[config.mk]
export PLATFORM = sky130hd
export DESIGN_NAME = bwm_monitor
export DESIGN_NICKNAME = d
export VERILOG_FILES = /design/src/inc/bwm_pkg.sv /design/src/logic/bwm_phase_acc.sv /design/src/logic/bwm_monitor.sv
export SDC_FILE = /design/constraint.sdc
export NUM_CORES = 2
export LEC_CHECK = 0
export BUFFER_PORTS_ARGS = -buffer_cell sky130_fd_sc_hd__buf_2
export CAP_MARGIN = 30
export CORE_ASPECT_RATIO = 1.1
export CORE_MARGIN = 3
export CORE_UTILIZATION = 45
export CTS_CLUSTER_SIZE = 16
export DETAILED_ROUTE_END_ITERATION = 10
export PLACE_DENSITY = 0.64
export SLEW_MARGIN = 20
export SYNTH_ARGS = -nofsm -noshare
export SYNTH_HDL_FRONTEND = slang
export SYNTH_SLANG_ARGS = --single-unit
[constraint.sdc]
create_clock -name sys_clk_in -period 17.2 [get_ports sys_clk_in]
set_input_delay 1.72 -clock sys_clk_in [delete_from_list [all_inputs] [get_ports sys_clk_in]]
set_output_delay 1.72 -clock sys_clk_in [all_outputs]
set_load 0.1 [all_outputs]
[src/inc/bwm_pkg.sv]
package bwm_pkg;
  // ****************************************
  // Widths and ranges
  // ****************************************
  localparam int          BWM_CUR_W         = 16;   // Per-sample current magnitude
  localparam int          BWM_ACC_W         = 40;   // Running wear total
  localparam int          BWM_DLY_W         = 16;   // Tenths of a cycle, up to 40959
  localparam int          BWM_TCD_W         = 14;   // Trip path delay, whole cycles
  localparam int          BWM_SPC_W         = 8;    // Samples per power cycle
  localparam int          BWM_NPH           = 3;
  localparam logic [15:0] BWM_DLY_MAX       = 16'h9FFF; // 4095.9 cycles in tenths
  localparam logic [39:0] BWM_PRESET_MAX    = 40'h000000C350; // 50000
  localparam logic [3:0]  BWM_STOP_CYCLES   = 4'hA; // Longest integration, cycles
  localparam logic [7:0]  BWM_DROP_PCT      = 8'h0A; // Stop below 10 % nominal
  localparam logic [7:0]  BWM_PCT_FULL      = 8'h64;
  localparam logic [13:0] BWM_TCD_MAX       = 14'h1FE0; // 8160 cycles
  localparam logic [3:0]  BWM_TENTH_DIV     = 4'hA;
endpackage

[src/logic/bwm_phase_acc.sv]
`timescale 1ns/1ps
module bwm_phase_acc
  import bwm_pkg::*;
(
  input  wire logic                 sys_clk_in,      // System clock
  input  wire logic                 reset_in,        // Sync reset, high
  input  wire logic                 integ_in,        // Integration window open
  input  wire logic                 sample_in,       // Sample strobe
  input  wire logic                 done_in,         // Interruption finished
  input  wire logic                 squared_in,      // 1: current squared
  input  wire logic [BWM_CUR_W-1:0] cur_in,          // Phase current
  input  wire logic                 preset_in,       // Load preset
  input  wire logic [BWM_ACC_W-1:0] preset_val_in,   // Preset value
  input  wire logic [BWM_ACC_W-1:0] thresh_in,       // Threshold
  output logic      [BWM_ACC_W-1:0] total_out,       // Running total
  output logic                      over_out         // Total above threshold
);
  typedef struct packed {
    logic [BWM_ACC_W-1:0] part;
    logic [BWM_ACC_W-1:0] total;
  } bwm_acc_type;

  bwm_acc_type s_q;
  bwm_acc_type s_d;
  logic [BWM_ACC_W-1:0] incr;
  logic [BWM_ACC_W-1:0] pv;

  always_comb begin
    s_d = s_q;
    incr = squared_in ? BWM_ACC_W'(cur_in * cur_in) : BWM_ACC_W'(cur_in);
    pv = (preset_val_in > BWM_PRESET_MAX) ? BWM_PRESET_MAX : preset_val_in;
    if (integ_in && sample_in) begin
      s_d.part = s_q.part + incr;
    end
    if (done_in) begin
      s_d.total = s_q.total + s_q.part;
      s_d.part = '0;
    end
    if (preset_in) begin
      s_d.total = pv;
      s_d.part = '0;
    end
  end

  always_ff @(posedge sys_clk_in) begin
    if (reset_in) begin
      s_q <= '0;
    end else begin
      s_q <= s_d;
    end
  end

  assign total_out = s_q.total;
  assign over_out = s_q.total > thresh_in;
endmodule

[src/logic/bwm_monitor.sv]
`timescale 1ns/1ps
// Behaviour
// - Per phase, integrate current or current squared, method chosen by a setting.
// - At interruption end add each phase's new wear to its own total.
// - Compare every total to one threshold; any phase above drives the output.
// - Each phase's running total is readable as an actual value.
// - Integration starts after a settable delay from trip initiate, to 4095.9 cycles.
// - Integration stops at current below 10% nominal or after 10 cycles.
// - Each total accepts a preset from 0 to 50000 via the config path.
// - Supervision input active means contact open and trip circuit continuous.
// - Contact open with input inactive means open circuit or welded contact.
// - Trip commanded closed but input still active means contact failed to close.
// - Supervision blocked while breaker-open auxiliary shows breaker open.
// - Supervision blocked by lockout-tripped contact input when lockout supervised.
// - Supervision result can be routed to an output as maintenance alarm.
module bwm_monitor
  import bwm_pkg::*;
#(
  parameter int SAMPLES_PER_CYCLE = 16  // Sample strobes per power cycle
)(
  input  wire logic                 sys_clk_in,        // System clock 50 MHz
  input  wire logic                 reset_in,          // Sync reset, high
  input  wire logic                 sample_in,         // Current sample strobe
  input  wire logic [BWM_CUR_W-1:0] cur_a_in,          // Phase A current
  input  wire logic [BWM_CUR_W-1:0] cur_b_in,          // Phase B current
  input  wire logic [BWM_CUR_W-1:0] cur_c_in,          // Phase C current
  input  wire logic [BWM_CUR_W-1:0] nominal_in,        // Nominal current setting
  input  wire logic                 trip_initiate_in,  // Trip initiate pulse
  input  wire logic                 wear_enable_in,    // Wear monitor enabled
  input  wire logic                 squared_sel_in,    // 1: current squared integral
  input  wire logic [BWM_DLY_W-1:0] wear_delay_in,     // Start delay, tenths of cycle
  input  wire logic [BWM_ACC_W-1:0] wear_thresh_in,    // Wear pickup
  input  wire logic                 preset_load_in,    // Config path preset strobe
  input  wire logic [BWM_ACC_W-1:0] preset_a_in,       // Phase A preset
  input  wire logic [BWM_ACC_W-1:0] preset_b_in,       // Phase B preset
  input  wire logic [BWM_ACC_W-1:0] preset_c_in,       // Phase C preset
  input  wire logic [7:0]           block_in,          // Blocking inputs
  input  wire logic [7:0]           wear_block_sel_in, // Blocks for wear output
  input  wire logic [7:0]           tc_block_sel_in,   // Blocks for supervision
  input  wire logic                 tc_enable_in,      // Supervision enabled
  input  wire logic                 supervision_in,    // Trip path check input
  input  wire logic                 trip_cmd_in,       // Trip contact commanded closed
  input  wire logic                 breaker_open_input_in, // Breaker aux open contact
  input  wire logic                 lockout_tripped_in, // Lockout relay tripped
  input  wire logic                 lockout_sup_in,    // Supervising a lockout relay
  input  wire logic [BWM_TCD_W-1:0] tc_delay_in,       // Alarm delay, cycles
  output logic      [BWM_ACC_W-1:0] total_a_out,       // Phase A total
  output logic      [BWM_ACC_W-1:0] total_b_out,       // Phase B total
  output logic      [BWM_ACC_W-1:0] total_c_out,       // Phase C total
  output logic                      integrating_out,   // Integration window open
  output logic                      wear_alarm_out,    // Wear threshold output
  output logic                      tc_alarm_out,      // Supervision alarm
  output logic                      tc_open_out,       // Open circuit or welded
  output logic                      tc_noclose_out     // Contact failed to close
);
  // ****************************************
  // State
  // ****************************************
  typedef enum logic [2:0] {
    ST_IDLE  = 3'b001,
    ST_DELAY = 3'b010,
    ST_INTEG = 3'b100
  } bwm_state_type;

  typedef struct packed {
    bwm_state_type        st;
    logic [BWM_DLY_W-1:0] dly;       // Tenths elapsed
    logic [BWM_SPC_W-1:0] spc;       // Samples within cycle
    logic [3:0]           tenth_cnt; // Samples within tenth (approximate)
    logic [3:0]           icyc;      // Integration cycles
    logic                 done;
    logic [BWM_SPC_W-1:0] tspc;
    logic [BWM_TCD_W-1:0] tcd;
    logic                 tca;
    logic                 tco;
    logic                 tcn;
    logic                 wal;
  } bwm_state_reg_type;

  bwm_state_reg_type s_q;
  bwm_state_reg_type s_d;

  logic                 cyc_tick;
  logic                 tenth_tick;
  logic                 low_all;
  logic                 tc_block;
  logic                 wear_block;
  logic                 tc_fail;
  logic [2:0]           over;
  logic [BWM_CUR_W+7:0] lim;
  logic [BWM_DLY_W-1:0] dly_set;

  // ****************************************
  // Per-phase accumulators
  // ****************************************
  logic [BWM_CUR_W-1:0] cur [BWM_NPH];
  logic [BWM_ACC_W-1:0] pre [BWM_NPH];
  logic [BWM_ACC_W-1:0] tot [BWM_NPH];
  assign cur[0] = cur_a_in;
  assign cur[1] = cur_b_in;
  assign cur[2] = cur_c_in;
  assign pre[0] = preset_a_in;
  assign pre[1] = preset_b_in;
  assign pre[2] = preset_c_in;

  // Phases share timing so one interruption closes all three totals together
  for (genvar p = 0; p < BWM_NPH; p++) begin : g_ph
    bwm_phase_acc u_acc (
      .sys_clk_in    (sys_clk_in),
      .reset_in      (reset_in),
      .integ_in      (s_q.st == ST_INTEG),
      .sample_in     (sample_in),
      .done_in       (s_q.done),
      .squared_in    (squared_sel_in),
      .cur_in        (cur[p]),
      .preset_in     (preset_load_in),
      .preset_val_in (pre[p]),
      .thresh_in     (wear_thresh_in),
      .total_out     (tot[p]),
      .over_out      (over[p])
    );
  end

  // ****************************************
  // Timing and supervision
  // ****************************************
  always_comb begin
    s_d = s_q;
    s_d.done = 1'b0;
    dly_set = (wear_delay_in > BWM_DLY_MAX) ? BWM_DLY_MAX : wear_delay_in;
    cyc_tick = sample_in && (s_q.spc == BWM_SPC_W'(SAMPLES_PER_CYCLE - 1));
    // Tenth ticks approximate with whole samples; limited by sample rate
    tenth_tick = sample_in && (s_q.tenth_cnt >= 4'(SAMPLES_PER_CYCLE / 10 - 1)
                 || SAMPLES_PER_CYCLE < 10);
    lim = BWM_CUR_W'(nominal_in) * BWM_DROP_PCT;
    low_all = 1'b1;
    for (int i = 0; i < BWM_NPH; i++) begin
      if ((BWM_CUR_W+8)'(cur[i]) * BWM_PCT_FULL >= (BWM_CUR_W+8)'(lim)) begin
        low_all = 1'b0;
      end
    end
    if (sample_in) begin
      s_d.spc = cyc_tick ? '0 : s_q.spc + 1'b1;
      s_d.tenth_cnt = tenth_tick ? '0 : s_q.tenth_cnt + 1'b1;
    end

    // ****************************************
    // Interruption timing
    // ****************************************
    unique case (s_q.st)
      ST_IDLE: begin
        if (trip_initiate_in && wear_enable_in) begin
          s_d.st = ST_DELAY;
          s_d.dly = '0;
        end
      end
      ST_DELAY: begin
        if (s_q.dly >= dly_set) begin
          s_d.st = ST_INTEG;
          s_d.icyc = '0;
        end else if (tenth_tick) begin
          s_d.dly = s_q.dly + 1'b1;
        end
      end
      ST_INTEG: begin
        // Stop test uses the sample that is integrated in this same cycle
        if (cyc_tick) begin
          s_d.icyc = s_q.icyc + 1'b1;
        end
        if ((sample_in && low_all) || (cyc_tick && s_q.icyc == BWM_STOP_CYCLES - 1'b1)) begin
          s_d.st = ST_IDLE;
          s_d.done = 1'b1;
        end
      end
    endcase

    // ****************************************
    // Trip path supervision
    // ****************************************
    // Breaker open masks the check: no coil current can flow then
    tc_block = (breaker_open_input_in)
             || (lockout_sup_in && lockout_tripped_in)
             || |(block_in & tc_block_sel_in);
    wear_block = |(block_in & wear_block_sel_in);
    s_d.tco = !trip_cmd_in && !supervision_in && !tc_block;
    s_d.tcn = trip_cmd_in && supervision_in && !tc_block;
    tc_fail = tc_enable_in && (s_d.tco || s_d.tcn);
    s_d.tspc = (sample_in && s_q.tspc == BWM_SPC_W'(SAMPLES_PER_CYCLE - 1)) ? '0
             : (sample_in ? s_q.tspc + 1'b1 : s_q.tspc);
    // Delay counted in whole cycles; any gap in the fault restarts it
    if (!tc_fail) begin
      s_d.tcd = '0;
      s_d.tca = 1'b0;
    end else if (s_q.tcd >= tc_delay_in) begin
      s_d.tca = 1'b1;
    end else if (sample_in && s_q.tspc == BWM_SPC_W'(SAMPLES_PER_CYCLE - 1)) begin
      s_d.tcd = s_q.tcd + 1'b1;
    end
    s_d.wal = |over && wear_enable_in && !wear_block;
  end

  // ****************************************
  // Registers
  // ****************************************
  // One state register keeps reset handling in a single place
  always_ff @(posedge sys_clk_in) begin
    if (reset_in) begin
      s_q <= '{st: ST_IDLE, default: '0};
    end else begin
      s_q <= s_d;
    end
  end

  // ****************************************
  // Outputs
  // ****************************************
  // Alarm and fault flags come straight from flops, so contacts never see glitches
  assign total_a_out = tot[0];
  assign total_b_out = tot[1];
  assign total_c_out = tot[2];
  assign integrating_out = (s_q.st == ST_INTEG);
  assign wear_alarm_out = s_q.wal;
  assign tc_alarm_out = s_q.tca;
  assign tc_open_out = s_q.tco;
  assign tc_noclose_out = s_q.tcn;
endmodule

Word-level counts from Yosys, hierarchy flattened. Index checks and enable logic that the tools add are counted. W data, S select, Z words.

Multipliers: 7. Muxes and demuxes: 29. Reductions and logical operators: 37. Equality and inequality tests: 12. Add/subtract/negate cells: 12. Order comparisons: 13. Bitwise operators: 5.

Operators by type and width (number): $mux W40 (9); $add A40 B40 Y40 (6); $gt A40 B16 Y1 const B (3); $gt A40 B40 Y1 (3); $mul A16 B16 Y32 (3); $mux W32 (3); $ge A23 B20 Y1 (3); $mul A16 B5 Y21 const B (3); $mux W16 (3); $pmux W16 S2 (1); $mul A16 B3 Y19 const B (1); $mux W19 (1); $add A16 B1 Y16 const B (1); $add A8 B1 Y8 const B (2); $and A8 B8 Y8 (2); $eq A8 B4 Y1 const B (2); $ge A16 B16 Y1 (1); $gt A16 B16 Y1 const B (1); $reduce_or A8 Y1 (2); $logic_and A1 B1 Y1 (15); $add A14 B1 Y14 const B (1); $ge A14 B14 Y1 (1); $mux W4 (3); $ne A2 B2 Y1 const B (6); 20 further kinds (39).

Flip-flop bits (word level): 302. Input port bits: 291. Output and inout bits: 125. Word-level logic and storage cells: 133.

Longest topological paths before layout.
Depth in word-level cells: 9. Mapped depth: 39. Mapped depth without buffers: 38.

Modules after synthesis. From an unflattened synthesis, not the netlist that was laid out.

Cells, all modules: 7039. Area total of the unflattened synthesis: 57007.2 sq um.

By module, submodules not included: bwm_phase_acc (g_ph[2].u_acc) (seq. area each 1601.5 sq um, times used 1, area each 15660.0 sq um, cells each 1936); bwm_phase_acc (g_ph[1].u_acc) (seq. area each 1601.5 sq um, times used 1, area each 15557.4 sq um, cells each 1926); bwm_phase_acc (g_ph[0].u_acc) (seq. area each 1601.5 sq um, times used 1, area each 15546.2 sq um, cells each 1937); bwm_monitor (seq. area each 1161.1 sq um, times used 1, area each 10243.6 sq um, cells each 1240).

Worst setup path after synthesis. No wires, ideal clock.

Kind: input-to-reg. From: input cur_b_in[1]. To: register g_ph[1].u_acc.s_q[72] (netlist bit). Cell stages on the path: 36. Setup time: 128 ps. Slack: 7633 ps. Buffers on the path: 2. Data arrival time: 9440 ps. Data required time: 17072 ps. Cells stage by stage: clkbuf_1 -> clkbuf_1 -> nand2_1 -> fa_1 -> inv_1 -> ha_1 -> or2_2 -> fa_1 -> inv_1 -> fa_1 -> inv_1 -> fa_1 -> inv_1 -> fa_1 -> inv_1 -> ha_1 -> nand2_1 -> o31a_1 -> o311a_1 -> nand2b_1 -> a21oi_1 -> xnor2_1 -> and2_1 -> ha_1 -> and3_1 -> a221oi_1 -> o21ai_0 -> a21oi_1 -> o21ai_0 -> a221oi_1 -> o21ai_0 -> o41ai_1 -> o21ai_0 -> nand2_1 -> xor2_1 -> nor2_1.

Cells in the longest elaborated chain, start to end: 3.

RTL lines: start: declaration (line bwm_monitor.sv:25) `input wire logic [BWM_CUR_W-1:0] cur_b_in,`; $mul A16 B16 Y32 (line bwm_phase_acc.sv:30) `incr = squared_in ? BWM_ACC_W'(cur_in * cur_in) : BWM_ACC_W'(cur_in);`; $mux W32 (*) (line bwm_phase_acc.sv:30); $add A40 B40 Y40 (*) (line bwm_phase_acc.sv:33) `s_d.part = s_q.part + incr;`; end signal: assignment (line bwm_phase_acc.sv:47) `s_q <= '0;`; end signal: assignment (line bwm_phase_acc.sv:49) `s_q <= s_d;`; end: declaration (line bwm_phase_acc.sv:23) `bwm_acc_type s_q;`.

Mark *: on every way between the ends. The rest lies on a longest branch, timed or not. A chain may end at the register's enable or synchronous reset.

Final worst setup path.
From: input cur_c_in[10]. To: register g_ph[2].u_acc.s_q[79] (netlist bit).

Cells in the longest elaborated chain, start to end: 3.

RTL lines: start: declaration (line bwm_monitor.sv:26) `input wire logic [BWM_CUR_W-1:0] cur_c_in,`; $mul A16 B16 Y32 (line bwm_phase_acc.sv:30); $mux W32 (*) (line bwm_phase_acc.sv:30); $add A40 B40 Y40 (*) (line bwm_phase_acc.sv:33); end signal: assignment (line bwm_phase_acc.sv:47); end signal: assignment (line bwm_phase_acc.sv:49); end: declaration (line bwm_phase_acc.sv:23).

Marks and branches as above.

==> impl_metrics.py <==
metrics = {
    "sta": {
        "setup_viol": 0,
        "finalHoldViolCount": 0,
        "drv_slew": 0,
        "max_freq_mhz": 96.83,
        "setup_ws_ps": 6873,
        "finClkSkew_ps": 18.04,
        "fin_crit_sh_pct": 60.04,
        "fin_tns_setup_ps": 0,
        "worstMarginPinSlew_ps": 973.3,
        "grt_setup_unrepaired": "false",
        "fin_crit_ps": 10330,
        "relSlewSlack_pct": 33.44,
        "holdWs_ps": 491.9,
    },
    "critical_path": {
        "worstSetupPathType": "input port to flip-flop",
        "cp-end-kind": "flip-flop",
        "timing.rr.start": "g_ph[0].u_acc.total_out[2]$_SDFFE_PP0P_",
        "crit_required_ps": 17620,
        "cp_data_arrival_time_ps": 10750,
        "max_stage_delay_ps": 860,
        "path_max_fanout": 13,
        "critPathSlowestCell": "a2111oi_0",
        "crit_top_cell": "inv_1",
        "worst_setup_path_start_kind": "input port",
        "critical_path.startpoint": "cur_c_in[10]",
    },
    "synthesis": {
        "synth-seq-cells": 298,
        "synth_nets": 8434,
        "synth_edf_count": 0,
        "ys.flop_type": "dfxtp_1",
        "synth_cell_types": 74,
        "syn_area_um2": 54380,
        "ys.warnings.count": 0,
        "syn_area_per_cell_um2": 8.148,
        "netlist_instances": 6674,
        "ys_seq_area_share_pct": 10.97,
        "async_flop_share_pct": 0,
    },
    "cts": {
        "cts_sinks": 298,
        "clock_latency_ps": 560,
        "htreeDepth": 2,
        "path_clk_slew_ps": 60,
        "postCtsSetupRepairBufs": 0,
        "clockBufferDepth": 3,
        "cts_made_buffers": 37,
        "hold_buffers": 0,
        "cts_resized": 0,
        "cts_tree": "yes",
        "cts_root_buf": "clkbuf_16",
    },
    "power_and_ir_drop": {
        "leakage_nw": 30.90,
        "combPwrFrac_pct": 84.0,
        "peakVddDrop_mv": 0.1527,
        "p_switching_mw": 5.135,
        "power.density_nw_per_um2": 163.2,
        "p_int_mw": 4.407,
        "swShare_pct": 53.82,
        "seqPwrFrac_pct": 7.5,
        "clockPowerShare_pct": 8.5,
    },
    "grt": {
        "track_usage_pct": 27.97,
        "grt_pass1_wl_um": 270100,
        "grt_use_met3_pct": 4.055,
        "overflow": 0,
        "grt_pass1_vias": 46680,
        "antenna_found_initial": 16,
        "met2_usage_pct": 47.70,
        "met1_usage_pct": 35.14,
        "grt_start_max_net_pins": 83,
        "grt_busiest_layer": "met2",
    },
    "cells_and_area": {
        "drive_gt1_share_pct": 8.290,
        "layout_commonest_cell": "inv_1",
        "area_delta_synth_final_pct": 7.510,
        "final_nets": 8647,
        "utilization_pct": 48.80,
        "layout_common_cells": "1051 x inv_1, 948 x ha_1, 600 x nand2_1",
    },
    "routing": {
        "drc": 0,
        "first_iter_violations": 2805,
        "vias": 47580,
        "drt_first_pass_iters": 7,
        "drt-vias-per-instance": 5.613,
        "wire_per_inst_um": 21.16,
        "drtAntennaViolNets": 0,
        "wl_um": 179400,
    },
    "status": {
        "status": "complete, no violations",
    },
    "floorplanning": {
        "start_util_pct": 45.39,
        "pin_count": 416,
        "rows": 133,
        "fp.dieArea_um2": 125100,
        "core_um2": 119800,
        "die_h_um": 370.6,
        "die_w_um": 337.5,
    },
    "min_path": {
        "hp-start": "g_ph[2].u_acc.s_q[66]$_SDFFE_PP0P_",
        "hp-class": "flip-flop to flip-flop",
    },
    "place": {
        "place_ws_ps": 6274,
        "dpl.hpwl_um": 151400,
        "io_buffers": 415,
        "gp_congestion": 0.9856,
    },
    "flow_run": {
        "maxCapViolCount": 0,
    },
}
-- area by class of cell --
class	count	area, um^2
Fill cell	11760	61350
Timing Repair Buffer	445	2308
Clock inverter	17	217.7
Multi-Input combinational cell	5039	42990
Tap cell	1552	1942
Clock buffer	47	1003
Sequential cell	298	5969
Antenna cell	12	30.03
Inverter	1066	4001
-- logic make-up (layout without fill, tap and decap cells) --
family                   after synthesis  in the layout  share of synthesized area (%)
XOR/XNOR                             376            376                          6.056
AO/OA/AOI/OAI                       1387           1387                          16.11
AND/OR/NAND/NOR                     1753           1753                          14.80
buffers and inverters               1337           1575                          10.06
multiplexers                          54             54                          1.012
flip-flops                           298            298                          10.97
adder cells (fa/ha/maj)             1469           1469                          40.99
other                                  0             12                              0
-- worst max-delay path, delay by kind of cell --
family	cells	cell delay, ps
fa+ha+maj	8	3690
xor+xnor	1	160
buf+inv	9	1260
simple gates	10	1400
compound gates	9	2470
-- flip-flops by register name (all words and copies together) (netlist names) --
register,cells
wear_alarm_out,1
s_q,54
g_ph.u_acc.s_q,120
g_ph.u_acc.total_out,120
tc_open_out,1
tc_alarm_out,1
tc_noclose_out,1
-- power groups by stage --
stage	logic (mW)	registers [mW]	clock network (mW)
floorplan	5.95	0.722	0
global placement	7.81	0.732	0
detailed placement	7.94	0.732	0
CTS	7.99	0.717	0.826
global route	8.96	0.718	0.845
finish	8.01	0.718	0.812
-- cells in the mapped netlist (all sizes together), types with 14 or more instances --
library cell / instances / area [um^2]
xor2: 162 / 1419
nor2b: 65 / 406.6
o21ai: 292 / 1461
nor4: 40 / 250.2
and2: 29 / 182.7
o31ai: 20 / 155.1
or3: 44 / 275.3
fa: 521 / 10430
clkinv: 14 / 52.55
nor2: 518 / 1944
a21oi: 450 / 2252
inv: 1052 / 3949
buf: 126 / 923.4
a21o: 224 / 1682
ha: 948 / 11860
and3: 46 / 287.8
nand3: 93 / 465.5
or2: 28 / 175.2
clkbuf: 145 / 544.3
nand4: 76 / 490.5
a2111oi: 18 / 182.7
o21bai: 46 / 345.3
nand2b: 69 / 431.7
dfxtp: 298 / 5966
nand2: 602 / 2260
a211oi: 50 / 375.4
mux2i: 46 / 460.4
o211ai: 14 / 105.1
a31o: 16 / 140.1
a221oi: 31 / 271.5
o21a: 55 / 412.9
xnor2: 214 / 1874
a31oi: 43 / 269.0
nor3: 90 / 450.4
-- routing by layer --
| layer | up-vias | share of wire [%] |
|---|---|---|
| li1 | 22760 | - |
| met1 | 23080 | 42 |
| met2 | 1430 | 47 |
| met3 | 301 | 6.6 |
| met4 | 8 | 4.9 |
| met5 | - | 0.030 |
-- metrics by stage --
stage                     power [mW]  cells  cell area (um^2)
after global placement         8.539   8396             57180
after CTS                      9.532   8462             58410
after floorplan                6.667   6674             54380
after detailed placement       8.669   8398             57190
after global routing           10.53   8471             58450
final                          9.542   8476             58460
-- final timing paths --
path | end | slack (ps) | depth (start not counted)
worst max-delay path | g_ph[2].u_acc.s_q[79]$_SDFFE_PP0P_ | 6870 | 37
worst min-delay path | g_ph[2].u_acc.s_q[66]$_SDFFE_PP0P_ | 490 | 2
worst max register to register | g_ph[0].u_acc.total_out[39]$_SDFFE_PP0P_ | 12930 | 13
worst min register to register | g_ph[2].u_acc.s_q[66]$_SDFFE_PP0P_ | 490 | 2
Note: power is estimated with default switching activity, not from simulation.
